$ cat src/loop_gain_pkg.sv
// constants and types for the digital loop gain compensator
// Summary of operation
// pulse-width term is error scaled by the 16-bit gain in config bits 15:0
// gain field powers up from the decoded first configuration strap input
// 8-bit integral gain in config bits 31:24 drives the integral term
// 8-bit residual gain in bits 23:16 scales back the gain term's deviation
// residual correction lands one switching cycle after its gain correction
// apart from the strap gain default, loop parameters come only from the two configuration commands; reset sets integral gain 8'h10, residual gain 8'h20
// reducer compares error against 12-bit threshold in reduction bits 11:0
// while error stays low, gain is divided by code in reduction bits 13:12
// any cycle with error over threshold restores full gain at once
// quiet period length and divisor per code are fixed constants
package loop_gain_pkg;
	localparam logic [7:0] CMD_LOOP_GAIN_CONFIG = 8'hdf;
	localparam logic [7:0] CMD_LOOP_GAIN_REDUCTION_CONFIG = 8'hd5;
	localparam int GAIN_LSB = 0;
	localparam int RES_GAIN_LSB = 16;
	localparam int INT_GAIN_LSB = 24;
	localparam int THR_LSB = 0;
	localparam int DIV_SEL_LSB = 12;
	localparam logic [7:0] INT_GAIN_RST = 8'h10;
	localparam logic [7:0] RES_GAIN_RST = 8'h20;
	localparam logic [15:0] REDUCTION_CFG_RST = 16'h0000;
	localparam logic [7:0] QUIET_CYCLES = 8'h10;
	localparam int FRAC_SHIFT = 8;

	typedef struct packed {
		logic [7:0] int_gain;
		logic [7:0] res_gain;
		logic [15:0] gain;
	} loop_cfg_t;

	typedef struct packed {
		logic [1:0] rsvd;
		logic [1:0] div_sel;
		logic [11:0] thr;
	} reduce_cfg_t;

	typedef struct packed {
		logic valid;
		logic write;
		logic [7:0] code;
		logic [31:0] data;
	} cmd_t;

	typedef enum logic [2:0] {
		GS_FULL = 3'b001,
		GS_QUIET = 3'b010,
		GS_REDUCED = 3'b100
	} gain_state_t;

	// strap code to default gain; values are a plain ladder
	function automatic logic [15:0] strap_gain(input logic [2:0] code);
		strap_gain = {5'h00, code, 8'h00} + 16'h0080;
	endfunction
endpackage

$ cat src/loop_gain_ctrl.sv
// digital voltage-loop compensator with steady-state gain reduction
`timescale 1ns/1ns
`default_nettype none
module loop_gain_ctrl #(
	parameter int ERR_W = 16
) (
	input wire logic i_core_clk,
	input wire logic i_rst,
	input wire logic [2:0] i_first_config_strap,
	input wire logic i_cycle_strobe,
	input wire logic signed [ERR_W-1:0] i_error,
	input wire loop_gain_pkg::cmd_t i_cmd,
	output logic [31:0] o_rd_data,
	output logic o_rd_valid,
	output logic o_cmd_nack,
	output logic signed [15:0] o_pw_correction,
	output logic o_pw_valid,
	output logic [15:0] o_applied_gain,
	output logic o_gain_reduced
);
	////////////////////////////////////////////////////////////////////
	// helpers

	// fractional multiply by an 8-bit gain, result scaled down by 2^8
	function automatic logic signed [32:0] mul_frac(
		input logic signed [32:0] a, input logic [7:0] k);
		logic signed [41:0] p;
		p = a * $signed({1'b0, k});
		mul_frac = p[32+loop_gain_pkg::FRAC_SHIFT:loop_gain_pkg::FRAC_SHIFT];
	endfunction

	// clamp to the 16-bit pulse-width correction range
	function automatic logic signed [15:0] sat16(input logic signed [32:0] a);
		if (a > 33'sh0_0000_7fff)
			sat16 = 16'sh7fff;
		else if (a < -33'sh0_0000_8000)
			sat16 = -16'sh8000;
		else
			sat16 = a[15:0];
	endfunction

	////////////////////////////////////////////////////////////////////
	// strap synchroniser: three stages, value counts once 2 and 3 agree

	logic [2:0] strap_s1_reg, strap_s2_reg, strap_s3_reg;
	logic strap_done_reg, strap_done_next;
	always_ff @(posedge i_core_clk) begin
		strap_s1_reg <= i_first_config_strap;
		strap_s2_reg <= strap_s1_reg;
		strap_s3_reg <= strap_s2_reg;
	end

	////////////////////////////////////////////////////////////////////
	// configuration registers, written by the two commands and, once after reset, by the strap loader

	loop_gain_pkg::loop_cfg_t cfg_reg, cfg_next;
	loop_gain_pkg::reduce_cfg_t red_reg, red_next;
	logic [31:0] rd_data_reg, rd_data_next;
	logic rd_valid_reg, rd_valid_next;
	logic nack_reg, nack_next;
	logic strap_load;

	// the strap is taken once after reset unless software got there first
	assign strap_load = !strap_done_reg && (strap_s2_reg == strap_s3_reg);

	always_comb begin
		cfg_next = cfg_reg;
		red_next = red_reg;
		strap_done_next = strap_done_reg;
		rd_data_next = rd_data_reg;
		rd_valid_next = 1'b0;
		nack_next = 1'b0;
		if (strap_load) begin
			cfg_next.gain = loop_gain_pkg::strap_gain(strap_s3_reg);
			strap_done_next = 1'b1;
		end
		if (i_cmd.valid) begin
			case (i_cmd.code)
			loop_gain_pkg::CMD_LOOP_GAIN_CONFIG: begin
				if (i_cmd.write) begin
					cfg_next = i_cmd.data;
					strap_done_next = 1'b1;
				end else begin
					rd_data_next = cfg_reg;
					rd_valid_next = 1'b1;
				end
			end
			loop_gain_pkg::CMD_LOOP_GAIN_REDUCTION_CONFIG: begin
				if (i_cmd.write) begin
					red_next = i_cmd.data[15:0];
					red_next.rsvd = 2'h0;
				end else begin
					rd_data_next = {16'h0000, red_reg};
					rd_valid_next = 1'b1;
				end
			end
			default: begin
				nack_next = 1'b1;
			end
			endcase
		end
	end

	// reset leaves the gain for the strap loader to fill
	always_ff @(posedge i_core_clk) begin
		if (i_rst) begin
			cfg_reg <= {loop_gain_pkg::INT_GAIN_RST,
				loop_gain_pkg::RES_GAIN_RST, 16'h0000};
			red_reg <= loop_gain_pkg::REDUCTION_CFG_RST;
			strap_done_reg <= 1'b0;
			rd_data_reg <= 32'h0000_0000;
			rd_valid_reg <= 1'b0;
			nack_reg <= 1'b0;
		end else begin
			cfg_reg <= cfg_next;
			red_reg <= red_next;
			strap_done_reg <= strap_done_next;
			rd_data_reg <= rd_data_next;
			rd_valid_reg <= rd_valid_next;
			nack_reg <= nack_next;
		end
	end

	////////////////////////////////////////////////////////////////////
	// steady-state gain reducer

	loop_gain_pkg::gain_state_t state_reg, state_next;
	logic [7:0] quiet_cnt_reg, quiet_cnt_next;
	logic [15:0] err_abs;
	logic err_low;
	logic [15:0] gain_eff;

	// magnitude fits 16 bits unsigned even for the most negative error
	assign err_abs = i_error[ERR_W-1] ? 16'(-i_error) : 16'(i_error);
	assign err_low = err_abs < {4'h0, red_reg.thr};

	// division only while the current error is still low, so a large
	// error sees full gain in the very cycle it appears
	always_comb begin
		if (state_reg == loop_gain_pkg::GS_REDUCED && err_low)
			gain_eff = cfg_reg.gain >> ({1'b0, red_reg.div_sel} + 3'h1);
		else
			gain_eff = cfg_reg.gain;
	end

	always_comb begin
		state_next = state_reg;
		quiet_cnt_next = quiet_cnt_reg;
		if (i_cycle_strobe) begin
			case (state_reg)
			loop_gain_pkg::GS_FULL: begin
				if (err_low) begin
					state_next = loop_gain_pkg::GS_QUIET;
					quiet_cnt_next = 8'h01;
				end
			end
			loop_gain_pkg::GS_QUIET: begin
				if (!err_low) begin
					state_next = loop_gain_pkg::GS_FULL;
					quiet_cnt_next = 8'h00;
				end else if (quiet_cnt_reg ==
					loop_gain_pkg::QUIET_CYCLES - 8'h01) begin
					state_next = loop_gain_pkg::GS_REDUCED;
				end else begin
					quiet_cnt_next = quiet_cnt_reg + 8'h01;
				end
			end
			loop_gain_pkg::GS_REDUCED: begin
				if (!err_low) begin
					state_next = loop_gain_pkg::GS_FULL;
					quiet_cnt_next = 8'h00;
				end
			end
			default: begin
				state_next = loop_gain_pkg::GS_FULL;
				quiet_cnt_next = 8'h00;
			end
			endcase
		end
	end

	always_ff @(posedge i_core_clk) begin
		if (i_rst) begin
			state_reg <= loop_gain_pkg::GS_FULL;
			quiet_cnt_reg <= 8'h00;
		end else begin
			state_reg <= state_next;
			quiet_cnt_reg <= quiet_cnt_next;
		end
	end

	////////////////////////////////////////////////////////////////////
	// compensator datapath, one update per switching cycle

	logic signed [32:0] err_ext, p_full, p_term, i_term, r_term;
	logic signed [32:0] integ_reg, integ_next;
	logic signed [32:0] resid_src_reg, resid_src_next;
	logic signed [15:0] pw_reg, pw_next;
	logic pw_valid_reg, pw_valid_next;
	logic [15:0] app_gain_reg, app_gain_next;
	logic reduced_reg, reduced_next;

	assign err_ext = 33'(i_error);
	assign p_full = err_ext * $signed({1'b0, gain_eff});
	assign p_term = p_full >>> loop_gain_pkg::FRAC_SHIFT;
	assign i_term = mul_frac(err_ext, cfg_reg.int_gain);
	// last cycle's gain term, so damping cannot touch the first peak
	assign r_term = mul_frac(resid_src_reg, cfg_reg.res_gain);

	// integrator wraps silently; the output clamp hides large windup
	always_comb begin
		integ_next = integ_reg;
		resid_src_next = resid_src_reg;
		pw_next = pw_reg;
		pw_valid_next = 1'b0;
		app_gain_next = app_gain_reg;
		reduced_next = reduced_reg;
		if (i_cycle_strobe) begin
			integ_next = integ_reg + i_term;
			resid_src_next = p_term;
			pw_next = sat16(p_term + integ_reg + i_term - r_term);
			pw_valid_next = 1'b1;
			app_gain_next = gain_eff;
			// taken from the state, so a zero gain still reports division
			reduced_next = (state_reg == loop_gain_pkg::GS_REDUCED &&
				err_low);
		end
	end

	always_ff @(posedge i_core_clk) begin
		if (i_rst) begin
			integ_reg <= 33'sh0;
			resid_src_reg <= 33'sh0;
			pw_reg <= 16'sh0000;
			pw_valid_reg <= 1'b0;
			app_gain_reg <= 16'h0000;
			reduced_reg <= 1'b0;
		end else begin
			integ_reg <= integ_next;
			resid_src_reg <= resid_src_next;
			pw_reg <= pw_next;
			pw_valid_reg <= pw_valid_next;
			app_gain_reg <= app_gain_next;
			reduced_reg <= reduced_next;
		end
	end

	assign o_rd_data = rd_data_reg;
	assign o_rd_valid = rd_valid_reg;
	assign o_cmd_nack = nack_reg;
	assign o_pw_correction = pw_reg;
	assign o_pw_valid = pw_valid_reg;
	assign o_applied_gain = app_gain_reg;
	assign o_gain_reduced = reduced_reg;
endmodule
`default_nettype wire

$ cat config.mk
export PLATFORM = sky130hd
export DESIGN_NAME = loop_gain_ctrl
export DESIGN_NICKNAME = d
export VERILOG_FILES = /design/src/loop_gain_pkg.sv /design/src/loop_gain_ctrl.sv
export SDC_FILE = /design/constraint.sdc
export NUM_CORES = 2
export LEC_CHECK = 0
export ABC_AREA = 1
export BUFFER_PORTS_ARGS = -buffer_cell sky130_fd_sc_hd__buf_4
export CORE_ASPECT_RATIO = 0.8
export CORE_UTILIZATION = 35
export CTS_CLUSTER_SIZE = 16
export DETAILED_ROUTE_END_ITERATION = 8
export PLACE_DENSITY_LB_ADDON = 0.12
export SKIP_LAST_GASP = 1
export SLEW_MARGIN = 30
export SYNTH_ARGS = -nofsm -noshare
export SYNTH_HDL_FRONTEND = slang
export SYNTH_SLANG_ARGS = --single-unit
$ cat constraint.sdc
create_clock -name i_core_clk -period 31.9 [get_ports i_core_clk]
set_input_delay 4.785 -clock i_core_clk [delete_from_list [all_inputs] [get_ports i_core_clk]]
set_output_delay 4.785 -clock i_core_clk [all_outputs]
set_load 0.03 [all_outputs]
==> impl_metrics.ini <==
[run_status]
status = finished clean

[layout]
diodes = 0
fin_util_pct = 38.3
fin_nets = 5441
drive_gt1_share_pct = 6.08
seq_area_mm2 = 0.00386
largest_register_ffs = 33
fillCellCount = 10100
multi_input_area_mm2 = 0.0248
syn2layout_area_growth_pct = 8.55

[worst_setup_path]
max_stage_delay_ns = 0.60
path_buf_inv = 10
crit_cells = 54
cp-start-kind = primary input
cp_top_family = adder cells
crit_path_end = o_pw_correction[3]$_SDFFE_PP0P_
reg2reg_slack_ns = 19.70
worstSetupStartpoint = i_error[0]
worstSetupEndpointType = register
rr_startpoint = red_reg[9]$_SDFFE_PP0P_
crit_type = in -> reg
worst_r2r_path_depth = 48
r2r_end = o_pw_correction[3]$_SDFFE_PP0P_
arrival_ns = 17.59
slowest_stage = a21oi_4
critical_path_required_ns = 32.25
crit_fanout = 27

[pwr]
switching_share_pct = 53.1
ir_drop_mv = 0.0452
p_seq_share_pct = 21.2
comb_power_share_pct = 60.9
cellPowerDensity_mw_per_mm2 = 37.8
intPower_mw = 0.645
clock_power_share_pct = 18.0
leakagePower_nw = 19.9
p_sw_mw = 0.729

[sta]
finalSetupViolCount = 0
fin_ws_ns = 14.66
hold_violations = 0
clock.fmax_mhz = 58.0
tns_ns = 0
post-route-period-util_pct = 54.0
slew_headroom_pct = 38.9
fin_crit_ns = 17.24
drv_slew = 0
worstMarginPinSlew_ns = 0.911
grt_setup_unrepaired = false
skew_ns = 0.0289

[drt]
wire_per_inst_um = 18.9
ant_nets = 0
num_vias = 28600
routed_wl_um = 111000
drt_iter0_markers = 2086
drc = 0
drtPass1Iterations = 5
vias_per_cell = 4.88

[global_routing]
grt_pass1_vias = 28700
groute.layer.met2.usage_pct = 33.2
grt_pass1_wl_um = 173000
grt_max_degree = 73
grt_util_met1_pct = 36.8
grt_util_met3_pct = 4.70
gr-total-overflow = 0
grt_usage_pct = 23.5
antenna_found_initial = 3
grt.busiest_layer = met1

[yosys]
synth_area_leaders = fa_1 30%, inv_1 12%, dfxtp_1 12%, ha_1 11%, nand2_1 11%
seq_area_frac_synth_pct = 11.5
ys.flop_type = dfxtp_1
synth_area_leader_cell = fa_1
netlist_instances = 4543
syn_area_per_cell_um2 = 7.37
syn_nets = 5422
synth_area_mm2 = 0.0335
synthDistinctLibCells = 61
yosysWarnings = 0
async_flop_share_pct = 0
yosysTopAreaCellShare_pct = 30.4
synth_most_common_cell = inv_1
synth_edf_count = 0
ys_seq_elements = 193
yosys-top-cells-count = 1104 x inv_1, 946 x nand2_1, 508 x fa_1

[placement]
portBuffers = 131
hpwl_um = 91500
gp_congestion = 0.926
place_ws_ns = 14.26

[floorplan]
die_w_um = 348
row_count = 101
initial_core_util_pct = 35.3
ios = 132
die_y_um = 279
core-area_mm2 = 0.0949
die_area_mm2 = 0.0969

[clock_tree]
postCtsSetupBuffers = 0
cts_inserted_buffers = 17
clock_path_buffers = 2
clock_latency_ns = 0.51
postCtsHoldBufs = 0
htree_num_levels = 4
post_cts_resize_count = 0
cts_tree = yes
numClockSinks = 193
root_buffer = clkbuf_16
clkTransAtPathRegs_ns = 0.09

[min_path]
hold_path.class = reg -> reg

[flow_run]
drv_cap = 0
[metrics by stage]
stage	total power [mW]	hold slack, ns	std cells	instance area (µm²)
final	1.37	0.333	5862	36400
after global routing	1.48	0.338	5862	36400
after CTS	1.37	0.334	5862	36400
after detailed placement	1.11	0.312	5830	35700
after global placement	1.13	0.311	5830	35700
after floorplan	0.848	0.310	4543	33500
[cells by family after synthesis]
kind of cell	synth area share (%)
buf+inv	14.7
compound gates	10.4
flops	11.5
fa+ha+maj	41.8
simple gates	17.9
xor+xnor	3.58
[power by group through the flow]
stage / Clock (mW) / Combinational (mW) / Sequential (mW)
after floorplan: 0 / 0.557 / 0.292
after global routing: 0.261 / 0.930 / 0.293
final: 0.247 / 0.836 / 0.290
after detailed placement: 0 / 0.815 / 0.295
after global placement: 0 / 0.829 / 0.296
after CTS: 0.252 / 0.823 / 0.290
[area by class of cell]
class	instances	area share, %
clock inverter	15	0.616
sequential	193	10.6
tap	1287	4.43
multi-input combinational	3055	68.1
inverter	1131	11.7
timing repair buffer	164	3.39
clock buffer	17	1.17
[cell usage in the layout (no fill, tap or decap), types with 9 or more instances in the layout]
master     instances
a21o_1            10
a21oi_1          238
a311oi_1          14
a31oi_1           23
buf_4            164
clkbuf_16         17
dfxtp_1          193
fa_1             508
ha_1             307
inv_1           1102
inv_2             20
nand2_1          945
nand2_2            9
nand3_1           88
nand4_1           21
nor2_1           343
nor3_1            36
o211ai_1          14
o21a_1            11
o21ai_0          197
o21ai_1           26
o21ai_2            9
o21bai_1          11
o31ai_1           16
or2_2             12
xnor2_1           51
xor2_1            86
[layer usage]
layer,part of all wire [%],wire [µm]
met5,0,0
met4,1.1,1230
met3,7.5,8300
met2,40,44200
met1,52,57000
[how the worst min path moves through the flow]
| stage | from | endpoint | depth (start not counted) |
|---|---|---|---|
| 2_1_floorplan | strap_s1_reg[0]$_DFF_P_ | strap_s2_reg[0]$_DFF_P_ | 0 |
| 3_3_place_gp | strap_s1_reg[0]$_DFF_P_ | strap_s2_reg[0]$_DFF_P_ | 0 |
| 3_5_place_dp | strap_s1_reg[2]$_DFF_P_ | strap_s2_reg[2]$_DFF_P_ | 0 |
| 4_1_cts | strap_s1_reg[2]$_DFF_P_ | strap_s2_reg[2]$_DFF_P_ | 0 |
| 5_1_grt | strap_s1_reg[1]$_DFF_P_ | strap_s2_reg[1]$_DFF_P_ | 0 |
| 6_report | strap_s1_reg[2]$_DFF_P_ | strap_s2_reg[2]$_DFF_P_ | 0 |
Power figures use the tool's default switching activity.
